[config.mk]
export PLATFORM = sky130hd
export DESIGN_NAME = lbus_master
export DESIGN_NICKNAME = d
export VERILOG_FILES = /design/src/rtl/lbus_pkg.sv /design/src/rtl/cmd_fifo.sv /design/src/rtl/lbus_master.sv
export SDC_FILE = /design/constraint.sdc
export NUM_CORES = 1
export LEC_CHECK = 0
export BUFFER_PORTS_ARGS = -buffer_cell sky130_fd_sc_hd__buf_2
export CAP_MARGIN = 40
export CORE_MARGIN = 2
export CORE_UTILIZATION = 48
export DETAILED_ROUTE_END_ITERATION = 12
export MAX_ROUTING_LAYER = met4
export PLACE_DENSITY_LB_ADDON = 0.05
export RECOVER_POWER = 100
export SYNTH_ARGS = -nofsm -noshare
export SYNTH_HDL_FRONTEND = slang
export SYNTH_SLANG_ARGS = --single-unit
[constraint.sdc]
create_clock -name clk -period 24.3 [get_ports clk]
set_clock_uncertainty 0.15 [all_clocks]
set_input_delay 4.86 -clock clk [delete_from_list [all_inputs] [get_ports clk]]
set_output_delay 4.86 -clock clk [all_outputs]
set_load 0.05 [all_outputs]
[src/rtl/lbus_pkg.sv]
/*
 * Shared constants and carrier types for the local bus master controller.
 * Assumes a single 40 MHz bus clock and a synchronous active-high reset.
 */
`default_nettype none
package lbus_pkg;
    localparam int ADDR_W           = 32;
    localparam int DATA_W           = 32;
    localparam int BE_W             = DATA_W / 8;
    localparam int CLK_PERIOD_NS    = 25;
    localparam int ADDR_TIMEOUT_CLK = 16;
    localparam int DATA_TIMEOUT_MAX = 511;
    localparam int FIFO_DEPTH       = 8;

    localparam logic [3:0] SIZE_SINGLE  = 4'h0;
    localparam logic [3:0] SIZE_LINE4   = 4'h1;
    localparam logic [3:0] SIZE_LINE8   = 4'h2;
    localparam logic [3:0] SIZE_LINE16  = 4'h3;
    localparam logic [3:0] SIZE_BURST_W = 4'hA;
    localparam logic [3:0] SIZE_BURST_D = 4'hB;
    localparam logic [3:0] SIZE_BURST_Q = 4'hC;
    localparam logic [3:0] SIZE_BURST_O = 4'hD;
    localparam logic [2:0] TYPE_MEMORY  = 3'h0;
    localparam logic [4:0] BURST_MAX    = 5'h10;

    typedef struct packed {
        logic              rnw;
        logic [3:0]        size;
        logic [BE_W-1:0]   be;
        logic [ADDR_W-1:0] addr;
        logic [DATA_W-1:0] wdata;
    } cmd_t;

    typedef struct packed {
        logic              rnw;
        logic              timeout;
        logic [DATA_W-1:0] rdata;
    } rsp_t;
endpackage
`default_nettype wire
[src/rtl/cmd_fifo.sv]
/*
 * Parameterised valid/ready FIFO for queued bus commands.
 * Assumes one clock; push and pop may happen in the same cycle.
 */
`default_nettype none
module cmd_fifo #(
    parameter int WIDTH = 8,
    parameter int DEPTH = 8
) (
    input  wire logic             clk,
    input  wire logic             sys_rst,
    input  wire logic [WIDTH-1:0] in_data,
    input  wire logic             in_valid,
    output logic                  in_ready,
    output logic      [WIDTH-1:0] out_data,
    output logic                  out_valid,
    input  wire logic             out_ready
);
    localparam int PW = $clog2(DEPTH);
    logic [WIDTH-1:0] mem [DEPTH];
    logic [PW-1:0]    wr_ptr_ff;
    logic [PW-1:0]    rd_ptr_ff;
    logic [PW:0]      count_ff;
    logic [PW:0]      nxt_count;
    logic             in_ready_ff;
    wire              push = in_valid && in_ready;
    wire              pop  = out_valid && out_ready;

    assign nxt_count = count_ff + (PW+1)'(push) - (PW+1)'(pop);
    assign in_ready  = in_ready_ff;
    assign out_valid = (count_ff != '0);
    assign out_data  = mem[rd_ptr_ff];

    always_ff @(posedge clk) begin
        if (push) mem[wr_ptr_ff] <= in_data;
    end

    always_ff @(posedge clk) begin
        if (sys_rst) begin
            wr_ptr_ff <= '0;
            rd_ptr_ff <= '0;
            count_ff  <= '0;
            in_ready_ff <= 1'b1;
        end else begin
            if (push) wr_ptr_ff <= (wr_ptr_ff == PW'(DEPTH-1)) ? '0 : wr_ptr_ff + 1'b1;
            if (pop)  rd_ptr_ff <= (rd_ptr_ff == PW'(DEPTH-1)) ? '0 : rd_ptr_ff + 1'b1;
            count_ff <= nxt_count;
            in_ready_ff <= (nxt_count != (PW+1)'(DEPTH));
        end
    end
endmodule
`default_nettype wire

[src/rtl/lbus_master.sv]
/*
 * Bus master controller: drives one transaction at a time onto the local
 * bus and returns completion to user logic. Commands queue in a FIFO.
 * Assumes the far end is synchronous logic on the same clock and
 * pipelined slave inputs arrive already registered when not point to point.
 */
// Function
// - 32-bit address, separate read and write buses
// - Address phase: valid until target acknowledge
// - Data phase: acknowledge until read/write complete
// - Read and write phases may overlap; this controller runs one transaction at a time
// - Singles, cachelines, bursts two to sixteen; this controller accepts burst lengths of 1 to 15 lanes
// - Cachelines move exactly 4, 8, 16 words
// - Size 0000 single beat, lanes select bytes
// - Sizes 0001-0011 are cacheline 4/8/16
// - Sizes 1010-1101 are word to octal bursts
// - Reserved size codes never issued
// - Burst length in lanes, never zero
// - Address phase times out after 16 clocks
// - Transactions never aborted once issued; this controller times out the data phase after DATA_TIMEOUT clocks
// - Point to point may drop interface registers
// - Same signal set for every subset
// - No bursts to baseline slaves
// - Transfer type always 000
`default_nettype none
module lbus_master
    import lbus_pkg::*;
#(
    parameter int DATA_TIMEOUT = DATA_TIMEOUT_MAX
) (
    input  wire logic                        clk,
    input  wire logic                        sys_rst,
    input  wire lbus_pkg::cmd_t              cmd_in,
    input  wire logic                        cmd_valid,
    output logic                             cmd_ready,
    output lbus_pkg::rsp_t                   rsp_out,
    output logic                             rsp_valid,
    output logic                             cmd_rejected,
    output logic                             primary_addr_valid,
    output logic                             bus_rnw,
    output logic [lbus_pkg::ADDR_W-1:0]      bus_addr,
    output logic [3:0]                       transfer_size_code,
    output logic [lbus_pkg::BE_W-1:0]        byte_lane_enables,
    output logic [2:0]                       transfer_type,
    output logic [lbus_pkg::DATA_W-1:0]      bus_wr_data,
    input  wire logic                        target_addr_ack,
    input  wire logic                        target_wait,
    input  wire logic                        target_write_complete,
    input  wire logic                        target_read_complete,
    input  wire logic [lbus_pkg::DATA_W-1:0] target_rd_data
);
    import lbus_pkg::*;

    typedef enum logic [1:0] {ST_IDLE, ST_ADDR, ST_DATA} state_t;

    state_t            state_ff;
    state_t            nxt_state;
    cmd_t              cur_ff;
    cmd_t              q_data;
    logic              q_valid;
    logic              q_ready;
    logic [4:0]        atime_ff;
    logic [8:0]        dtime_ff;
    logic              pav_ff;
    logic              rsp_valid_ff;
    rsp_t              rsp_ff;
    logic              rej_ff;
    logic              ack_s1_ff;
    logic              ack_ff;
    logic              wait_s1_ff;
    logic              wait_ff;
    logic              wc_s1_ff;
    logic              wc_ff;
    logic              rc_s1_ff;
    logic              rc_ff;
    logic [DATA_W-1:0] rd_s1_ff;
    logic [DATA_W-1:0] rd_ff;

    cmd_fifo #(.WIDTH($bits(cmd_t)), .DEPTH(FIFO_DEPTH)) u_fifo (
        .clk       (clk),
        .sys_rst   (sys_rst),
        .in_data   (cmd_in),
        .in_valid  (cmd_valid),
        .in_ready  (cmd_ready),
        .out_data  (q_data),
        .out_valid (q_valid),
        .out_ready (q_ready)
    );

    // Two-stage capture of slave pins
    always_ff @(posedge clk) begin
        if (sys_rst) begin
            ack_s1_ff  <= 1'b0;
            ack_ff     <= 1'b0;
            wait_s1_ff <= 1'b0;
            wait_ff    <= 1'b0;
            wc_s1_ff   <= 1'b0;
            wc_ff      <= 1'b0;
            rc_s1_ff   <= 1'b0;
            rc_ff      <= 1'b0;
            rd_s1_ff   <= '0;
            rd_ff      <= '0;
        end else begin
            ack_s1_ff  <= target_addr_ack;
            ack_ff     <= ack_s1_ff;
            wait_s1_ff <= target_wait;
            wait_ff    <= wait_s1_ff;
            wc_s1_ff   <= target_write_complete;
            wc_ff      <= wc_s1_ff;
            rc_s1_ff   <= target_read_complete;
            rc_ff      <= rc_s1_ff;
            rd_s1_ff   <= target_rd_data;
            rd_ff      <= rd_s1_ff;
        end
    end

    // Legal size and length check
    wire is_burst  = (q_data.size >= SIZE_BURST_W) && (q_data.size <= SIZE_BURST_O);
    wire is_line   = (q_data.size >= SIZE_LINE4) && (q_data.size <= SIZE_LINE16);
    wire is_single = (q_data.size == SIZE_SINGLE);
    wire blen_ok   = (q_data.be != '0) && ({1'b0, q_data.be} <= BURST_MAX);
    wire cmd_legal = is_single || is_line || (is_burst && blen_ok);
    wire start     = (state_ff == ST_IDLE) && q_valid && cmd_legal;
    wire reject    = (state_ff == ST_IDLE) && q_valid && !cmd_legal;
    wire addr_to   = (atime_ff == 5'(ADDR_TIMEOUT_CLK - 1)) && !wait_ff;
    wire done_cmp  = cur_ff.rnw ? rc_ff : wc_ff;
    wire data_to   = (dtime_ff == 9'(DATA_TIMEOUT));
    wire fin_data  = (state_ff == ST_DATA) && (done_cmp || data_to);
    wire fin_addr  = (state_ff == ST_ADDR) && !ack_ff && addr_to;

    assign q_ready = start || reject;

    // Sequencer: one outstanding transaction at a time
    always_comb begin
        nxt_state = state_ff;
        unique case (state_ff)
            ST_IDLE: if (start) nxt_state = ST_ADDR;
            ST_ADDR: begin
                if (ack_ff) nxt_state = ST_DATA;
                else if (addr_to) nxt_state = ST_IDLE;
            end
            ST_DATA: if (done_cmp || data_to) nxt_state = ST_IDLE;
        endcase
    end

    always_ff @(posedge clk) begin
        if (sys_rst) begin
            state_ff <= ST_IDLE;
            cur_ff   <= '0;
        end else begin
            state_ff <= nxt_state;
            if (start) cur_ff <= q_data;
        end
    end

    // Address phase valid held until acknowledge or timeout
    always_ff @(posedge clk) begin
        if (sys_rst) pav_ff <= 1'b0;
        else         pav_ff <= (nxt_state == ST_ADDR);
    end

    // Address phase counter, frozen while target waits
    always_ff @(posedge clk) begin
        if (sys_rst || state_ff != ST_ADDR) atime_ff <= '0;
        else if (!wait_ff)                  atime_ff <= atime_ff + 5'h01;
    end

    // Data phase counter
    always_ff @(posedge clk) begin
        if (sys_rst || state_ff != ST_DATA) dtime_ff <= '0;
        else if (!data_to)                  dtime_ff <= dtime_ff + 9'h001;
    end

    // Response to user logic
    always_ff @(posedge clk) begin
        if (sys_rst) begin
            rsp_valid_ff <= 1'b0;
            rsp_ff       <= '0;
            rej_ff       <= 1'b0;
        end else begin
            rsp_valid_ff <= fin_data || fin_addr;
            rej_ff       <= reject;
            if (fin_data || fin_addr) begin
                rsp_ff.rnw     <= cur_ff.rnw;
                rsp_ff.timeout <= fin_addr || (fin_data && !done_cmp);
                rsp_ff.rdata   <= (fin_data && cur_ff.rnw && done_cmp) ? rd_ff : '0;
            end
        end
    end

    assign primary_addr_valid = pav_ff;
    assign bus_rnw            = cur_ff.rnw;
    assign bus_addr           = cur_ff.addr;
    assign transfer_size_code = cur_ff.size;
    assign byte_lane_enables  = cur_ff.be;
    assign transfer_type      = TYPE_MEMORY;
    assign bus_wr_data        = cur_ff.wdata;
    assign rsp_out            = rsp_ff;
    assign rsp_valid          = rsp_valid_ff;
    assign cmd_rejected       = rej_ff;

    // Protocol checks
    a_addr_hold: assert property (@(posedge clk) disable iff (sys_rst)
        (state_ff == ST_ADDR && !ack_ff && !addr_to) |=> primary_addr_valid)
        else $error("address valid dropped early");

    a_no_second_addr: assert property (@(posedge clk) disable iff (sys_rst)
        (state_ff == ST_DATA) |-> !primary_addr_valid)
        else $error("second address during data phase");

    a_addr_timeout: assert property (@(posedge clk) disable iff (sys_rst)
        (state_ff == ST_ADDR && atime_ff == 5'h0F && !wait_ff && !ack_ff) |=> state_ff == ST_IDLE)
        else $error("address timeout missed");

    a_wait_freeze: assert property (@(posedge clk) disable iff (sys_rst)
        (state_ff == ST_ADDR && wait_ff && $past(state_ff) == ST_ADDR) |=> $stable(atime_ff))
        else $error("counter ran during wait");

    a_type_memory: assert property (@(posedge clk) disable iff (sys_rst)
        primary_addr_valid |-> transfer_type == 3'h0)
        else $error("non memory transfer type");

    a_legal_size: assert property (@(posedge clk) disable iff (sys_rst)
        primary_addr_valid |-> (transfer_size_code <= 4'h3
        || (transfer_size_code >= 4'hA && transfer_size_code <= 4'hD)))
        else $error("reserved size issued");

    a_burst_len: assert property (@(posedge clk) disable iff (sys_rst)
        (primary_addr_valid && transfer_size_code >= 4'hA) |->
        (byte_lane_enables != '0 && {1'b0, byte_lane_enables} <= BURST_MAX))
        else $error("bad burst length");

    a_complete_rsp: assert property (@(posedge clk) disable iff (sys_rst)
        (state_ff == ST_DATA && done_cmp) |=> rsp_valid && !rsp_out.timeout)
        else $error("completion not reported");

    a_data_bound: assert property (@(posedge clk) disable iff (sys_rst)
        (state_ff == ST_DATA) |-> dtime_ff <= 9'(DATA_TIMEOUT))
        else $error("data counter overrun");

    a_no_abort: assert property (@(posedge clk) disable iff (sys_rst)
        (state_ff == ST_DATA && !done_cmp && !data_to) |=> state_ff == ST_DATA)
        else $error("data phase abandoned");

    a_rsp_pulse: assert property (@(posedge clk) disable iff (sys_rst)
        rsp_valid |=> !rsp_valid)
        else $error("response longer than one cycle");

    a_reject_no_addr: assert property (@(posedge clk) disable iff (sys_rst)
        reject |=> !primary_addr_valid && cmd_rejected)
        else $error("refused command reached the bus");

    a_fields_stable: assert property (@(posedge clk) disable iff (sys_rst)
        (state_ff != ST_IDLE && $past(state_ff) != ST_IDLE) |->
        ($stable(bus_addr) && $stable(transfer_size_code)
        && $stable(byte_lane_enables) && $stable(bus_rnw)))
        else $error("qualifiers changed mid transaction");

    a_ack_to_data: assert property (@(posedge clk) disable iff (sys_rst)
        (state_ff == ST_ADDR && ack_ff) |=> state_ff == ST_DATA)
        else $error("acknowledge did not open data phase");

    a_data_timeout: assert property (@(posedge clk) disable iff (sys_rst)
        (state_ff == ST_DATA && data_to && !done_cmp) |=> rsp_valid && rsp_out.timeout)
        else $error("data timeout not reported");

    a_addr_to_rsp: assert property (@(posedge clk) disable iff (sys_rst)
        fin_addr |=> rsp_valid && rsp_out.timeout)
        else $error("address timeout not reported");

    a_idle_no_addr: assert property (@(posedge clk) disable iff (sys_rst)
        (state_ff == ST_IDLE && !start) |=> !primary_addr_valid)
        else $error("address valid without command");

    a_start_addr: assert property (@(posedge clk) disable iff (sys_rst)
        start |=> primary_addr_valid && state_ff == ST_ADDR)
        else $error("address phase not started");

    a_addr_in_state: assert property (@(posedge clk) disable iff (sys_rst)
        primary_addr_valid |-> state_ff == ST_ADDR)
        else $error("address valid outside address phase");

    a_read_data: assert property (@(posedge clk) disable iff (sys_rst)
        (state_ff == ST_DATA && cur_ff.rnw && rc_ff) |=> rsp_out.rdata == $past(rd_ff))
        else $error("read data not returned");

    a_write_end: assert property (@(posedge clk) disable iff (sys_rst)
        (state_ff == ST_DATA && !cur_ff.rnw && wc_ff) |=> state_ff == ST_IDLE)
        else $error("write complete ignored");

    a_write_zero_data: assert property (@(posedge clk) disable iff (sys_rst)
        (state_ff == ST_DATA && !cur_ff.rnw && wc_ff) |=>
        (rsp_out.rdata == '0 && !rsp_out.rnw))
        else $error("write response carries data");

    a_addr_count: assert property (@(posedge clk) disable iff (sys_rst)
        (state_ff == ST_ADDR) |-> atime_ff <= 5'h0F)
        else $error("address counter overrun");

    a_rsp_rej_excl: assert property (@(posedge clk) disable iff (sys_rst)
        !(rsp_valid && cmd_rejected))
        else $error("response and refusal together");
endmodule
`default_nettype wire

=== Word level (Yosys, flattened, before mapping) ===
Memories as Yosys holds them, arrays and structs flattened. A register that Yosys moved wholly into a read port is not among the register bits.
Index checks and enable logic that the tools add are counted.

* Add/sub/neg operators: 6
* $mul: 0
* Divide/modulo/power cells: 0
* Order comparisons: 5
* Equality and inequality tests: 10
* Shift operators: 0
* Mux-type cells: 13
* Bitwise logic cells: 0
* Reduce and logical (&&, ||, !) cells: 32

{| class="wikitable"
|+ Operator list
! kind !! number
|-
| $mux W32 || 1
|-
| $logic_and A1 B1 Y1 || 16
|-
| $mux W3 || 4
|-
| $add A9 B1 Y9 const B || 1
|-
| $eq A9 B9 Y1 const B || 1
|-
| $logic_or A1 B1 Y1 || 8
|-
| $mux W2 || 4
|-
| $reduce_bool A4 Y1 || 2
|-
| $add A3 B1 Y3 const B || 2
|-
| $eq A3 B3 Y1 const B || 2
|-
| $pmux W2 S3 || 1
|-
| $add A5 B1 Y5 const B || 1
|-
| $eq A5 B4 Y1 const B || 1
|-
| $le A4 B5 Y1 const B || 1
|-
| $add A4 B1 Y4 || 1
|-
| $eq A2 B1 Y1 const B || 2
|-
| $ge A4 B1 Y1 const B || 1
|-
| $ge A4 B4 Y1 const B || 1
|-
| $le A4 B2 Y1 const B || 1
|-
| $le A4 B4 Y1 const B || 1
|-
| $logic_not A1 Y1 || 4
|-
| $logic_not A4 Y1 || 1
|-
| $ne A4 B4 Y1 const B || 1
|-
| $sub A4 B1 Y4 || 1
|-
| other kinds (5) || 7
|}

* Register bits: 209
* Latch bits: 0
* Bits in writable memories: 584
* Memory bits (read-only): 0
* Input bits: 112
* Memories: 1

{| class="wikitable"
|+ Memory list
! memory !! depth !! bits a word !! rd ports !! clocked after memory_dff !! write ports !! RTL line !! RTL
|-
| u_fifo.mem || 8 || 73 || 1 || 1 || 1 || cmd_fifo.sv:20 || <nowiki>logic [WIDTH-1:0] mem [DEPTH];</nowiki>
|}

=== Depth between registers and ports, before layout ===
* Word-level depth: 10
* Depth in mapped cells: 13

=== Modules after synthesis ===
Synthesis repeated with hierarchy kept, for this count alone.

* Cell total of the unflattened synthesis: 1621
* Area, all modules: 30312.8 um^2

{| class="wikitable"
|+ By module, submodules not included
! module !! instances !! cells each !! area each (um^2)
|-
| cmd_fifo || 1 || 925 || 23177.2
|-
| lbus_master || 1 || 696 || 7135.6
|}

=== Least setup slack after synthesis ===
Ideal clock, no wire load.

* Kind: input port to flip-flop
* From: input cmd_valid
* To: memory u_fifo.mem[0][0] in the netlist's numbering (enable)
* Setup time: 686 ps
* Data arrival time: 11997 ps
* Path slack: 11467 ps
* Cell stages on the path: 2
* Path through: nand2_1 -> nor4_1

* Word-level cells in the longest chain between the ends: 3

{| class="wikitable"
|+ RTL lines
! element !! RTL line !! RTL
|-
| start, declared || lbus_master.sv:34 || <nowiki>input wire logic cmd_valid,</nowiki>
|-
| $logic_and A1 B1 Y1 || cmd_fifo.sv:26 || <nowiki>wire push = in_valid && in_ready;</nowiki>
|-
| $mux W1 || cmd_fifo.sv:35 || <nowiki>if (push) mem[wr_ptr_ff] <= in_data;</nowiki>
|-
| $mux W1 (implied by the code) || cmd_fifo.sv:35 ||
|-
| end, declared || cmd_fifo.sv:20 ||
|}

No other way between the ends.

==> impl_results.md <==
- Outcome: finished, violations left
- Failing checks: capacitance limit, slew limit
- Actual slew at the worst max-slew pin: 3.63 ns
- Final setup fails: 0
- Layout cell share with drive strength beyond 1: 0.205
- Average wire per standard cell: 22.7 µm
- Top Ports: 226
- Die Span X: between 200 and 300 µm
- Fillers: 4715
- Depth of the CTS H-tree: 3
- Period utilisation layout: 0.533
- Hold wc startpoint: rd_s1_ff[3]$_SDFF_PP0_
- Total Power: 4.04 mW
- DRT iter0 DRCs: between 1k and 1.5k
- Syn Area/Cell: around 19 µm²
- Total GRT Usage: 0.198
- Net total in the final layout: 1902
- Hold depth: 1
- Placed Cells: 2470
- Crit path buf inv count: 4
- Slew Limit Fails: 700
- Leakage dissipation: 11.3 nW
- CP Max Fanout: 80
- Reg clk slew, reported paths: 0.06 ns
- CTS Buf Count: 83
- Clock sink count: slightly below 800
- ANT nets after route: 0
- Layout Cells excl Fill: 2625
- Async SR Flop Fraction: 0
- EDFF count, synth: 584
- Vias in the first global route: between 10k and 15k
- Final Hold Fails: 0
- Gr ovfl total: 0
- Initial antenna violation count: 5
- Crit-path max cell delay: 2.34 ns
- Hold EP: rd_ff[3]$_SDFF_PP0_
- Vias per cell: 5.47
- Post-Syn Instances: 1512
- Worst EP arrival: 13.17 ns
- Reg2reg setup slack: 17.02 ns
- Slew headroom: -1.42
- Routed WL: 59600 µm
- Critical-path cell list: clkbuf_1 > clkbuf_1 > or4_1 > clkbuf_1 > clkbuf_1 > o2bb2ai_1
- P&R area growth vs syn: 15.7%
- Post-layout util: 0.560
- Num rows: 90
- Top delay family on crit path: buffers and inverters
- Root Driver: clkbuf_16
- Synth Register Bits: around 800
- DP HPWL: roughly 34000 µm
- Tightest Hold Check Type: reg2reg
- Final setup margin: 11.34 ns
- Synth Warn #: 0
- Seq/Total Area, Yosys: 0.746
- Most frequent cell on the critical path: clkbuf_1
- Sum of negative setup slack: 0 ns
- Post-cts sizing count: 0
- R2r endpoint: bus_wr_data[16]$_SDFFE_PP0P_
- CP Class: in2reg
- Crit path max-delay cell type: clkbuf_1
- CP Capture Type: flop
- Drc violations: 0
- Unrepaired setup endpoints after global routing: false
- First-pass GRT wire length: 90700 µm
- PortBufs: 222
- Routed vias: 14.4k
- Crit path launch type: primary input
- Setup Buffers After CTS: 0
- Maximum clock frequency: around 77 MHz
- Gp weighted congestion: 0.731
- DP Worst Slack: around 17 ns
- Hold buffers post-CTS: 0
- Die height: approximately 250 µm
- Distinct cells, synth: 55
- Worst skew pair latency: slightly above 0.6 ns
- First drt pass iteration count: 5
- Max Cap Violations: 20
- R2r worst-path depth: 10
- Post-synth top area cell: edfxtp_1
- Power per cell area: 120 nW/µm²
- Synth top area cells: edfxtp_1, dfxtp_1, mux4_2
- Cell area after synthesis: just under 30000 µm²
- Die Area: 62800 µm²
- IR drop worst, VDD: 0.0691 mV
- Crit path required time: around 25 ns
- Largest net degree at the start of global routing: 105
- CORE AREA: roughly 60000 µm²
- Share of Yosys cell area claimed by the top area cell type: 0.601
- Ys flop type: edfxtp_1
- CTS tree: done
- Fin crit period: 12.96 ns
- Max Buffers Root-to-Sink: 3
- Starting Density: 0.484
-- routing by layer --
metal | share of wire | vias up | GRT usage
met4 | 0.020 | 0 | 0.0508
met3 | 0.047 | 83 | 0.0394
met2 | 0.50 | 301 | 0.324
li1 | - | 6552 | -
met5 | 0 | - | -
met1 | 0.44 | 7433 | 0.256
-- state kept, by name (all words and copies together) (netlist names), 4 cells and up, named ones only --
register            cells
u_fifo.mem            584
rsp_out                34
bus_addr               32
bus_wr_data            32
rd_ff                  32
rd_s1_ff               32
dtime_ff                9
atime_ff                5
byte_lane_enables       4
transfer_size_code      4
u_fifo.count_ff         4
-- worst max path at each step --
stage / slack [ns] / endpoint / startpoint / depth (start not counted)
3_3_place_gp: 16.45 / bus_wr_data[21]$_SDFFE_PP0P_ / sys_rst / 5
4_1_cts: 17.31 / u_fifo.mem[7][20]$_DFFE_PP_ / cmd_valid / 7
6_report: 11.34 / bus_wr_data[16]$_SDFFE_PP0P_ / sys_rst / 6
3_5_place_dp: 16.67 / u_fifo.mem[7][15]$_DFFE_PP_ / cmd_valid / 7
5_1_grt: 10.42 / bus_wr_data[1]$_SDFFE_PP0P_ / sys_rst / 6
2_1_floorplan: 11.47 / u_fifo.mem[0][0]$_DFFE_PP_ / cmd_valid / 2
-- power breakdown --
| group | internal [mW] | leakage, nW | total (mW) | switching (mW) |
|---|---|---|---|---|
| registers | 1.61 | 7.04 | 1.68 | 0.0732 |
| clock network | 0.770 | 1.37 | 1.27 | 0.498 |
| logic | 0.404 | 2.92 | 1.09 | 0.682 |
| total | 2.78 | 11.3 | 4.04 | 1.25 |
-- layout by cell type, fill, tap and decap left out, types with 10 or more instances in the layout --
| master | netlist | routed |
|---|---|---|
| a21oi_1 | 16 | 16 |
| a22oi_1 | 32 | 32 |
| buf_2 | 3 | 36 |
| clkbuf_1 | 47 | 227 |
| clkbuf_16 | 0 | 85 |
| clkbuf_8 | 0 | 14 |
| clkinv_2 | 0 | 16 |
| dfxtp_1 | 212 | 210 |
| edfxtp_1 | 584 | 584 |
| ha_1 | 16 | 16 |
| inv_1 | 10 | 10 |
| mux2i_1 | 76 | 76 |
| mux4_2 | 146 | 146 |
| nand2_1 | 16 | 16 |
| nor2_1 | 71 | 70 |
| nor2b_1 | 78 | 78 |
| nor3_1 | 22 | 21 |
| o2bb2ai_1 | 26 | 26 |
| o2bb2ai_2 | 40 | 40 |
-- stage by stage --
step                      hold WS [ns]  instance area (µm²)
after global placement           0.267                31100
after detailed placement         0.272                31500
after CTS                        0.286                34300
after floorplan                  0.264                29200
final                            0.283                33800
after global routing             0.298                33800
-- logic make-up (layout without fill, tap and decap cells) --
group           after synthesis  count (layout)  synth area share
simple gates                222             222            0.0400
mux                         226             226             0.141
buf+inv                      95             420            0.0152
compound gates              145             145            0.0471
fa+ha+maj                    17              17           0.00755
xor+xnor                     10              10           0.00300
other cells                   1               7          0.000128
flops                       796             796             0.746
-- cell usage after synthesis (18+ instances only) --
cell type  instances
edfxtp_1         584
dfxtp_1          212
mux4_2           146
nor2b_1           78
mux2i_1           76
nor2_1            71
clkbuf_1          47
o2bb2ai_2         40
a22oi_1           32
o2bb2ai_1         26
nor3_1            22
buf_1             18
-- final cells by class --
| cell class | instances | area [µm²] | share of cell area |
|---|---|---|---|
| Sequential cell | 796 | 21800 | 0.645 |
| Multi-Input combinational cell | 623 | 6980 | 0.207 |
| Clock buffer | 118 | 2390 | 0.0708 |
| Timing Repair Buffer | 257 | 1180 | 0.0351 |
| Tap cell | 782 | 978 | 0.0290 |
| Clock inverter | 33 | 380 | 0.0113 |
| Inverter | 12 | 47.5 | 0.00141 |
| Antenna cell | 4 | 10.0 | 0.000297 |
(Power assumes the default switching activity.)
